`src/common/vme_bridge_regs.vh`:
```
// Constants for the VME host bridge: decode ranges, modifiers, timing
`ifndef VME_BRIDGE_REGS_VH
`define VME_BRIDGE_REGS_VH

// ==========================================================
// Address modifier codes
`define AM_A32_NP_DATA 6'h09
`define AM_A32_SV_DATA 6'h0D
`define AM_A24_NP_DATA 6'h39
`define AM_A24_SV_DATA 6'h3D
`define AM_A16_NP      6'h29
`define AM_A16_SV      6'h2D
`define AM_A32_NP_BLT  6'h0B
`define AM_A32_SV_BLT  6'h0F
`define AM_A24_NP_BLT  6'h3B
`define AM_A24_SV_BLT  6'h3F

// ==========================================================
// Local memory limits
`define LOCAL_MEM_MAX   32'h06000000
`define A24_LOW_WINDOW  24'h800000

// ==========================================================
// Timing
`define CLK_PERIOD_NS   5
`define WDOG_TIME_NS    32000
`define WDOG_CYCLES     (`WDOG_TIME_NS / `CLK_PERIOD_NS)
`define SYSCLK_HZ       16000000
`define CORE_HZ         200000000
`define SYSCLK_HALF_DIV (`CORE_HZ / (2 * `SYSCLK_HZ))

`endif

```
`src/bridge_sync2.v`:
```
// Two-flop synchroniser for a group of static inputs
`timescale 1ns/1ps
module bridge_sync2 #(
	parameter WIDTH = 1
) (
	input  wire             core_clk_in,
	input  wire             rst_in,
	input  wire [WIDTH-1:0] async_in,
	output reg  [WIDTH-1:0] sync_out
);
	reg [WIDTH-1:0] meta_r;

	always @(posedge core_clk_in) begin
		if (rst_in) begin
			meta_r   <= {WIDTH{1'b0}};
			sync_out <= {WIDTH{1'b0}};
		end else begin
			meta_r   <= async_in;
			sync_out <= meta_r;
		end
	end
endmodule

```
`src/vme_host_interface.v`:
```
// VME host bridge: master decode, slave decode, arbiter, clock, watchdog
// Function
// 0x10-0x1B becomes A32 non-priv, nibble 1
// 0x1C range is A24 supervisory data
// 0x1E range is A24 non-privileged data
// 0x1D0 range is A16 supervisory
// 0x1D1 range is A16 non-privileged
// 0x1DF range issues IACK cycles
// 0x1D2-0x1DE aliases A16 or IACK
// 0x2/0x3 ranges A32, top nibble zero
// D32/16/8 and RMW; no block transfers
// Request on level three, release when done
// Slave accepts single and block, aligned only
// Slave RMW accepted, not atomic
// A32 slave: A31 zero, A30:28 switches
// A24 low 8 MB; 4 MB windows non-priv
// Switch disables all A24 slave responses
// Round-robin VME versus graphics DMA
// Illegal reads bus error, writes interrupt; illegal slave writes get DTACK and raise no interrupt
// Beyond installed memory below 256 MB illegal
// Single-level arbiter on level three, daisy chain
// Others must not request levels zero-two
// Drive 16 MHz system clock; divider gives 200 MHz / 12, about 16.7 MHz
// Watchdog expires after 32 us
// Slave disabled ignores all VME accesses
// Arbiter disable bit selects external arbiter
// RMW flag high during RMW cycle
// Watchdog expiry errors read, interrupts write
// Switches synchronised before slave decode
`timescale 1ns/1ps
`include "vme_bridge_regs.vh"
module vme_host_interface #(
	parameter WDOG_COUNT = `WDOG_CYCLES
) (
	input  wire        core_clk_in,
	input  wire        rst_in,
	// Local master request
	input  wire        loc_req_in,
	input  wire        loc_write_in,
	input  wire        loc_rmw_in,
	input  wire [31:0] loc_addr_in,
	input  wire [1:0]  loc_size_in,
	input  wire [31:0] loc_wdata_in,
	output reg         loc_done_out,
	output reg         loc_berr_out,
	output reg  [31:0] loc_rdata_out,
	output reg         write_err_irq_out,
	// Control and status
	input  wire        vme_slave_enable_in,
	input  wire        arbiter_disable_in,
	input  wire [31:0] mem_size_in,
	input  wire [1:0]  a24_window_in,
	input  wire [2:0]  a32_switch_in,
	input  wire        a24_disable_switch_in,
	output reg         rmw_cycle_flag_out,
	// VME master pins
	output reg  [31:0] vme_addr_out,
	output reg  [5:0]  vme_am_out,
	output reg  [1:0]  vme_size_out,
	output reg         vme_write_out,
	output reg         vme_as_out,
	output reg         vme_iack_out,
	output reg         vme_br3_out,
	input  wire        vme_bg3_in,
	input  wire        vme_dtack_in,
	input  wire        vme_berr_in,
	input  wire [31:0] vme_rdata_in,
	output reg  [31:0] vme_wdata_out,
	// Arbiter and system controller
	input  wire        vme_br3_bus_in,
	input  wire        vme_bbsy_in,
	output reg         vme_bg3_out,
	output reg         vme_sysclk_out,
	// VME slave pins
	input  wire        slv_as_in,
	input  wire [31:0] slv_addr_in,
	input  wire [5:0]  slv_am_in,
	input  wire        slv_aligned_in,
	input  wire        slv_write_in,
	output reg         slv_dtack_out,
	output reg         slv_berr_out,
	// Local memory port shared with graphics DMA
	input  wire        gdma_req_in,
	output reg         gdma_grant_out,
	output reg         mem_req_out,
	output reg  [31:0] mem_addr_out,
	output reg         mem_write_out,
	input  wire        mem_ack_in
);
	localparam M_IDLE = 2'h0;
	localparam M_REQ  = 2'h1;
	localparam M_XFER = 2'h2;
	localparam M_END  = 2'h3;

	// ==========================================================
	// Pin synchronisers
	wire [8:0] pin_s;
	wire [4:0] sw_s;
	reg  [1:0] a24w_r;

	bridge_sync2 #(.WIDTH(9)) u_pin_sync (
		.core_clk_in (core_clk_in),
		.rst_in      (rst_in),
		.async_in    ({vme_bg3_in, vme_dtack_in, vme_berr_in,
		               vme_br3_bus_in, vme_bbsy_in, slv_as_in,
		               slv_aligned_in, slv_write_in, gdma_req_in}),
		.sync_out    (pin_s)
	);
	bridge_sync2 #(.WIDTH(5)) u_sw_sync (
		.core_clk_in (core_clk_in),
		.rst_in      (rst_in),
		.async_in    ({a32_switch_in, a24_disable_switch_in,
		               vme_slave_enable_in}),
		.sync_out    (sw_s)
	);
	wire bg3_s   = pin_s[8];
	wire dtack_s = pin_s[7];
	wire berr_s  = pin_s[6];
	wire br3b_s  = pin_s[5];
	wire bbsy_s  = pin_s[4];
	wire sas_s   = pin_s[3];
	wire salgn_s = pin_s[2];
	wire swr_s   = pin_s[1];
	wire gdma_s  = pin_s[0];

	always @(posedge core_clk_in) begin
		if (rst_in)
			a24w_r <= 2'h0;
		else
			a24w_r <= a24_window_in;
	end

	// ==========================================================
	// Master address decode
	reg        dec_ok;
	reg        dec_iack;
	reg [5:0]  dec_am;
	reg [31:0] dec_addr;
	wire [7:0] top = loc_addr_in[31:24];
	wire [3:0] sub = loc_addr_in[23:20];

	always @* begin
		dec_ok   = 1'b1;
		dec_iack = 1'b0;
		dec_am   = `AM_A32_NP_DATA;
		dec_addr = loc_addr_in;
		if (top >= 8'h10 && top <= 8'h1B) begin
			dec_addr = {4'h1, loc_addr_in[27:0]};
		end else if (top == 8'h1C) begin
			dec_am   = `AM_A24_SV_DATA;
			dec_addr = {8'h00, loc_addr_in[23:0]};
		end else if (top == 8'h1E) begin
			dec_am   = `AM_A24_NP_DATA;
			dec_addr = {8'h00, loc_addr_in[23:0]};
		end else if (top == 8'h1D) begin
			// Only bit 20 and the IACK nibble decode; the middle aliases
			dec_addr = {16'h0000, loc_addr_in[15:0]};
			if (sub == 4'hF) begin
				dec_iack = 1'b1;
				dec_am   = `AM_A16_SV;
				dec_addr = {29'h0, loc_addr_in[3:1]};
			end else if (loc_addr_in[20])
				dec_am = `AM_A16_NP;
			else
				dec_am = `AM_A16_SV;
		end else if (top[7:4] == 4'h2) begin
			dec_addr = {4'h0, loc_addr_in[27:0]};
		end else if (top[7:4] == 4'h3) begin
			dec_am   = `AM_A32_SV_DATA;
			dec_addr = {4'h0, loc_addr_in[27:0]};
		end else begin
			dec_ok = 1'b0;
		end
	end

	// Unaligned sizes never issue: halfword needs bit0 clear, word bits 1:0
	wire aligned = (loc_size_in == 2'h2) ? (loc_addr_in[1:0] == 2'h0) :
	               (loc_size_in == 2'h1) ? ~loc_addr_in[0] : 1'b1;

	// ==========================================================
	// Master sequencer with watchdog
	reg [1:0]  mst_r;
	reg [15:0] wdog_r;
	reg        rmw_hold_r;
	reg        rmw_gap_r;
	wire       wdog_exp = (wdog_r == WDOG_COUNT[15:0]);

	always @(posedge core_clk_in) begin
		if (rst_in) begin
			mst_r              <= M_IDLE;
			wdog_r             <= 16'h0000;
			rmw_hold_r         <= 1'b0;
			rmw_gap_r          <= 1'b0;
			loc_done_out       <= 1'b0;
			loc_berr_out       <= 1'b0;
			loc_rdata_out      <= 32'h00000000;
			write_err_irq_out  <= 1'b0;
			rmw_cycle_flag_out <= 1'b0;
			vme_addr_out       <= 32'h00000000;
			vme_am_out         <= 6'h00;
			vme_size_out       <= 2'h0;
			vme_write_out      <= 1'b0;
			vme_as_out         <= 1'b0;
			vme_iack_out       <= 1'b0;
			vme_br3_out        <= 1'b0;
			vme_wdata_out      <= 32'h00000000;
		end else begin
			loc_done_out      <= 1'b0;
			loc_berr_out      <= 1'b0;
			write_err_irq_out <= 1'b0;
			rmw_gap_r         <= rmw_gap_r & dtack_s;
			if (mst_r == M_IDLE)
				wdog_r <= 16'h0000;
			else if (!wdog_exp)
				wdog_r <= wdog_r + 16'h0001;
			case (mst_r)
			M_IDLE: begin
				if (loc_req_in) begin
					if (!dec_ok || !aligned) begin
						loc_done_out      <= 1'b1;
						loc_berr_out      <= ~loc_write_in;
						write_err_irq_out <= loc_write_in;
					end else begin
						vme_addr_out  <= dec_addr;
						vme_am_out    <= dec_am;
						vme_size_out  <= dec_iack ? 2'h0 : loc_size_in;
						vme_write_out <= loc_write_in & ~dec_iack & ~loc_rmw_in;
						vme_iack_out  <= dec_iack;
						vme_wdata_out <= loc_wdata_in;
						rmw_hold_r    <= loc_rmw_in & ~dec_iack;
						vme_br3_out   <= 1'b1;
						mst_r         <= M_REQ;
					end
				end
			end
			M_REQ: begin
				if (wdog_exp)
					mst_r <= M_END;
				else if (bg3_s && !bbsy_s) begin
					vme_as_out         <= 1'b1;
					rmw_cycle_flag_out <= rmw_hold_r;
					mst_r              <= M_XFER;
				end
			end
			M_XFER: begin
				if (dtack_s && rmw_hold_r && !vme_write_out) begin
					// RMW: keep the bus, turn the read into a write
					loc_rdata_out <= vme_rdata_in;
					vme_write_out <= 1'b1;
					rmw_hold_r    <= 1'b0;
					rmw_gap_r     <= 1'b1;
				end else if ((dtack_s && !rmw_gap_r) || berr_s || wdog_exp) begin
					if (!vme_write_out)
						loc_rdata_out <= vme_rdata_in;
					loc_done_out      <= 1'b1;
					loc_berr_out      <= (berr_s | wdog_exp) & ~vme_write_out;
					write_err_irq_out <= (berr_s | wdog_exp) & vme_write_out;
					vme_as_out         <= 1'b0;
					vme_br3_out        <= 1'b0;
					rmw_cycle_flag_out <= 1'b0;
					mst_r              <= M_IDLE;
				end
			end
			M_END: begin
				loc_done_out      <= 1'b1;
				loc_berr_out      <= ~vme_write_out;
				write_err_irq_out <= vme_write_out;
				vme_as_out        <= 1'b0;
				vme_br3_out       <= 1'b0;
				mst_r             <= M_IDLE;
			end
			default: mst_r <= M_IDLE;
			endcase
		end
	end

	// ==========================================================
	// Single-level arbiter and system clock
	reg [3:0] clkdiv_r;

	always @(posedge core_clk_in) begin
		if (rst_in) begin
			vme_bg3_out    <= 1'b0;
			vme_sysclk_out <= 1'b0;
			clkdiv_r       <= 4'h0;
		end else begin
			if (arbiter_disable_in)
				vme_bg3_out <= 1'b0;
			else // Only level three is watched; lower levels never granted
				vme_bg3_out <= br3b_s & ~bbsy_s;
			if ({28'h0000000, clkdiv_r} == `SYSCLK_HALF_DIV - 1) begin
				clkdiv_r       <= 4'h0;
				vme_sysclk_out <= ~vme_sysclk_out;
			end else
				clkdiv_r <= clkdiv_r + 4'h1;
		end
	end

	// ==========================================================
	// Slave decode
	wire [5:0] sam   = slv_am_in;
	wire       s_a32 = (sam == `AM_A32_NP_DATA) || (sam == `AM_A32_SV_DATA) ||
	                   (sam == `AM_A32_NP_BLT) || (sam == `AM_A32_SV_BLT);
	wire       s_a24 = (sam == `AM_A24_NP_DATA) || (sam == `AM_A24_SV_DATA) ||
	                   (sam == `AM_A24_NP_BLT) || (sam == `AM_A24_SV_BLT);
	wire       s_np  = ~sam[2];
	wire       hit32 = s_a32 && !slv_addr_in[31] &&
	                   (slv_addr_in[30:28] == sw_s[4:2]);
	wire       low24 = slv_addr_in[23:0] < `A24_LOW_WINDOW;
	// Upper half of A24 maps a 4 MB window chosen by the window select
	wire       hit24 = s_a24 && !sw_s[1] && (low24 || s_np);
	wire [31:0] loc24 = low24 ? {8'h00, slv_addr_in[23:0]} :
	                    {6'h00, a24w_r, 2'h0, slv_addr_in[21:0]};
	wire [31:0] s_loc = hit32 ? {4'h0, slv_addr_in[27:0]} : loc24;
	wire        s_hit = (hit32 || hit24) && salgn_s && sw_s[0];

	// ==========================================================
	// Memory port, round-robin with graphics DMA
	reg s_busy_r;
	reg last_vme_r;
	reg g_busy_r;

	always @(posedge core_clk_in) begin
		if (rst_in) begin
			s_busy_r       <= 1'b0;
			g_busy_r       <= 1'b0;
			last_vme_r     <= 1'b0;
			slv_dtack_out  <= 1'b0;
			slv_berr_out   <= 1'b0;
			gdma_grant_out <= 1'b0;
			mem_req_out    <= 1'b0;
			mem_addr_out   <= 32'h00000000;
			mem_write_out  <= 1'b0;
		end else begin
			if (!sas_s) begin
				slv_dtack_out <= 1'b0;
				slv_berr_out  <= 1'b0;
			end
			if (s_busy_r || g_busy_r) begin
				if (mem_ack_in) begin
					mem_req_out    <= 1'b0;
					s_busy_r       <= 1'b0;
					g_busy_r       <= 1'b0;
					gdma_grant_out <= 1'b0;
					slv_dtack_out  <= s_busy_r;
				end
			end else if (sas_s && !slv_dtack_out && !slv_berr_out && s_hit &&
			             (!gdma_s || !last_vme_r)) begin
				if (s_loc >= mem_size_in || s_loc >= `LOCAL_MEM_MAX) begin
					slv_berr_out <= ~swr_s;
					slv_dtack_out <= swr_s;
				end else begin
					// Each RMW phase is a separate grant, so DMA may
					// slip in between them
					s_busy_r      <= 1'b1;
					last_vme_r    <= 1'b1;
					mem_req_out   <= 1'b1;
					mem_addr_out  <= s_loc;
					mem_write_out <= swr_s;
				end
			end else if (gdma_s) begin
				g_busy_r       <= 1'b1;
				last_vme_r     <= 1'b0;
				gdma_grant_out <= 1'b1;
				mem_req_out    <= 1'b1;
				mem_write_out  <= 1'b0;
			end
		end
	end
endmodule

```
`config.mk`:
```
export PLATFORM = sky130hd
export DESIGN_NAME = vme_host_interface
export DESIGN_NICKNAME = d
export VERILOG_FILES = /design/src/bridge_sync2.v /design/src/vme_host_interface.v
export VERILOG_INCLUDE_DIRS = /design/src /design/src/common
export SDC_FILE = /design/constraint.sdc
export NUM_CORES = 1
export LEC_CHECK = 0
export BUFFER_PORTS_ARGS = -buffer_cell sky130_fd_sc_hd__buf_2
export CORE_AREA = 2 2 136 138
export DETAILED_ROUTE_END_ITERATION = 16
export DIE_AREA = 0 0 138 140
export PLACE_DENSITY = 0.8
export SLEW_MARGIN = 20
export SYNTH_ARGS = -nofsm -noshare
export SYNTH_HDL_FRONTEND = slang
export SYNTH_HIERARCHICAL = 1
export SYNTH_SLANG_ARGS = --single-unit
```
`constraint.sdc`:
```
create_clock -name core_clk_in -period 4.58 [get_ports core_clk_in]
set_clock_uncertainty 0.2 [all_clocks]
set_input_delay 0.916 -clock core_clk_in [delete_from_list [all_inputs] [get_ports core_clk_in]]
set_output_delay 0.916 -clock core_clk_in [all_outputs]
set_load 0.01 [all_outputs]
```
==> summary.txt <==
Setup path
  – Critical path arrival: slightly below 4000 ps
  – CP Launch Type: input pin
  – Critical Path Slowest Stage Cell: and4_4
  – Crit path kind: input pin to register
  – Slowest stage delay, CP: approximately 590 ps
  – Critical path capture point type: register
  – Worst Path Required: between 4000 and 5000 ps
  – Crit path cell chain: buf_2 > xor2_1 > nor3_4 > nand2_1 > a21boi_1 > ha_1 > and4_1 > a221oi_1 > or3_1 > and4_4 > mux2_1
  – Crit-path max FO: 29
  – CP bufs+invs: 1
  – Top Family by Delay on Critical Path: simple AND/OR/NAND/NOR gates

Detailed routing
  – DRC: 0
  – DRT Pass-1 Iters: 5
  – DRT antenna net count: 0
  – Iter 0 DRT Violations: 411
  – Via-to-Cell Ratio: approximately 5
  – Routed wire length: 22.1 mm
  – Via count: 7728
  – DR WL/cell: ~15 um

Timing
  – Fin crit share: approximately 80%
  – Fin crit period: approximately 3700 ps
  – Final hold vios: 0
  – Setup_tns: 0 ps
  – FMAX: approximately 270 MHz
  – Pins over their slew limit: 0
  – Final setup vio count: 0
  – Worst-margin pin slew: slightly below 700 ps
  – Rel. slew slack: approximately 54%
  – Unrepaired setup endpoints after global routing: false

Layout
  – Fillers: between 1500 and 2000
  – Proportion of layout cells with a drive suffix above 1: 30.2%
  – Layout Cells excl Fill: 1525
  – Final nets: ~1500
  – Area Growth Syn to Fin: 29.8%

CTS
  – CTS tree: done
  – Hold_buf cts: 0
  – CTS clk-pin slew, worst paths: roughly 60 ps
  – Post-CTS Setup Inserts: 0
  – Post-cts sizing count: 0
  – Worst-skew pair later-pin latency: about 510 ps
  – H-Tree Depth: 1
  – Clock buffer depth: 3
  – CTS buffer count: 22
  – Root Driver: clkbuf_16
  – Number of clock sinks: between 200 and 250

Floorplan
  – I/O pins: between 300 and 400
  – Die X: roughly 140 um
  – FP Rows: 49
  – Starting density of the core: approximately 47%
  – Std-Cell Core Area: about 0.018 sq mm
  – Total die area: 0.0193 sq mm
  – Die height: 140 um

GRT
  – Grt total ovfl: 0
  – Vias in the first global route: approximately 7400
  – Largest net degree at the start of global routing: 71
  – First-pass GRT wire length: 35.5 mm
  – Initial antenna violation count: 6
  – GR Util All Layers: between 20 and 25%

Synth
  – Cells after synthesis: just under 1000
  – FF+latch count, synth: around 200
  – Top_reg_cell synth: dfxtp_1
  – Yosys warns: 6
  – Synth Cell Area: 0.00842 sq mm
  – Avg Inst Size Synth: slightly below 9 sq um
  – Seq/Total Area, Yosys: between 40% and 50%
  – Ys async rst share: 0%
  – Synth unique cells: between 60 and 70
  – Number of synthesized flops with an enable pin: 0

Power
  – VDD IR max: 0.307 mV
  – LEAKAGE: about 0.005 uW
  – Power per cell area: ~350 mW/mm^2

Outcome
  – Status: complete, no violations

Min path
  – Hold WC Path Type: register to register

Place
  – Placed cell count: 1487
  – PortBufs: about 340
  – Post-DP HPWL: ~16 mm
  – Routability cong.: around 0.85

Job
  – Max-Cap Viols: 0
==> metal layers <==
layer	vias to the layer above	global-route usage (%)	share of wire, %
li1	3876	-	-
met1	3496	26.4	40
met2	272	36.7	48
met3	74	5.98	7.6
met4	10	9.51	4.1
met5	-	0	0.28
==> sequential cells by signal (all words and copies together), names as in the netlist, 2 cells and up <==
register and flops:
clkdiv_r 4, vme_am_out 4, a24w_r 2, wdog_r 16, u_sw_sync/meta_r 5, vme_wdata_out 32
u_sw_sync/sync_out 5, u_pin_sync/sync_out 9, vme_addr_out 32, mem_addr_out 28, vme_size_out 2, u_pin_sync/meta_r 9
mst_r 2, loc_rdata_out 32
==> layout make-up <==
cell class | instances | area [sq um] | share of cell area, %
diodes | 1 | 2.50 | 0.0229
clock inverters | 7 | 73.8 | 0.675
multi-input cells | 673 | 4020 | 36.7
well taps | 229 | 287 | 2.62
repair buffers | 342 | 1730 | 15.8
flip-flops and latches | 201 | 4020 | 36.8
clock buffers | 30 | 641 | 5.86
inverters | 42 | 158 | 1.44
==> worst register-to-register path: stages, from the launching register on <==
cell and delay, ps:
dfxtp_1 310, xor2_1 170, nor3_4 360, nand2_1 180, a21boi_1 220, ha_1 280, and4_1 210, a221oi_1 290
or3_1 190, and4_4 590, mux2_1 380
==> path summary, 6_finish.rpt <==
check,slack (ps),from,cells after the start,endpoint
worst max-delay path,900,slv_addr_in[28],11,mem_addr_out[25]$_SDFFE_PP0P_
worst max register to register,1100,u_sw_sync/sync_out[2]$_SDFF_PP0_,10,mem_addr_out[25]$_SDFFE_PP0P_
worst min-delay path,240,u_pin_sync/meta_r[8]$_SDFF_PP0_,1,u_pin_sync/sync_out[8]$_SDFF_PP0_
worst min register to register,240,u_pin_sync/meta_r[8]$_SDFF_PP0_,1,u_pin_sync/sync_out[8]$_SDFF_PP0_
==> synth_stat cells (all sizes together), types with 2 or more instances <==
master / count / share of area [%]
nor4bb: 2 / 0.24
o21a: 2 / 0.18
and3b: 2 / 0.21
dfxtp: 201 / 48
xor2: 13 / 1.4
mux2: 2 / 0.27
or2: 3 / 0.22
inv: 42 / 1.9
mux2i: 62 / 7.4
nor4b: 2 / 0.21
and4: 5 / 0.55
xnor2: 4 / 0.42
nand2b: 8 / 0.59
nand4: 10 / 0.74
a311oi: 2 / 0.28
nand2: 182 / 8.1
ha: 31 / 4.6
and2b: 7 / 0.62
buf: 14 / 1.3
nor2b: 28 / 2.1
a211oi: 6 / 0.53
and3: 10 / 0.74
nor2: 81 / 3.6
and2: 2 / 0.15
o211ai: 5 / 0.45
a31oi: 2 / 0.15
nor3: 9 / 0.67
nand3b: 4 / 0.36
nand3: 41 / 2.4
o21ai: 13 / 0.77
a21oi: 96 / 5.7
or3: 4 / 0.30
a21o: 3 / 0.27
nor4: 3 / 0.48
a21boi: 2 / 0.18
o32a: 2 / 0.24
clkbuf: 41 / 1.8
a32oi: 2 / 0.21
a221oi: 2 / 0.21
==> placed cells by master (no fill, tap or decap), types with 4 or more instances in the layout <==
| master | instances |
|---|---|
| a211oi_1 | 6 |
| a21oi_1 | 96 |
| and2b_1 | 7 |
| and3_1 | 10 |
| and4_1 | 4 |
| buf_2 | 334 |
| buf_4 | 8 |
| clkbuf_16 | 22 |
| clkbuf_8 | 6 |
| clkinv_2 | 4 |
| conb_1 | 5 |
| dfxtp_1 | 201 |
| ha_1 | 31 |
| inv_1 | 39 |
| mux2i_1 | 62 |
| nand2_1 | 182 |
| nand2b_1 | 8 |
| nand3_1 | 41 |
| nand3b_1 | 4 |
| nand4_1 | 10 |
| nor2_1 | 80 |
| nor2b_1 | 28 |
| nor3_1 | 8 |
| o211ai_1 | 5 |
| o21ai_0 | 8 |
| o21ai_1 | 4 |
| or3_1 | 4 |
| xnor2_1 | 4 |
| xor2_1 | 13 |
==> where the power goes <==
part | switching, uW | internal (uW) | leakage (uW)
Combinational | 164 | 135 | 0.00300
Clock | 702 | 1030 | 0.000353
Sequential | 17.9 | 1780 | 0.00163
==> metrics by stage <==
| stage | instance area (sq um) | total power [uW] | hold WS [ps] | worst slack (ps) | utilization [%] |
|---|---|---|---|---|---|
| global placement | 10200 | 2130 | 212 | 441 | 57.4 |
| finish | 10900 | 3830 | 236 | 899 | 61.5 |
| global route | 10900 | 3990 | 248 | 667 | 61.5 |
| CTS | 10900 | 3880 | 239 | 896 | 61.5 |
| floorplan | 8440 | 1990 | 188 | 912 | - |
| detailed placement | 10200 | 2140 | 221 | 366 | 57.4 |
==> cells by family after synthesis <==
group | synth area share [%]
mux | 7.64
simple gates | 22.9
fa+ha+maj | 4.60
other cells | 0.0445
flops | 47.8
compound gates | 10.3
xor+xnor | 1.77
buf+inv | 4.98
Power figures use the tool's default switching activity.
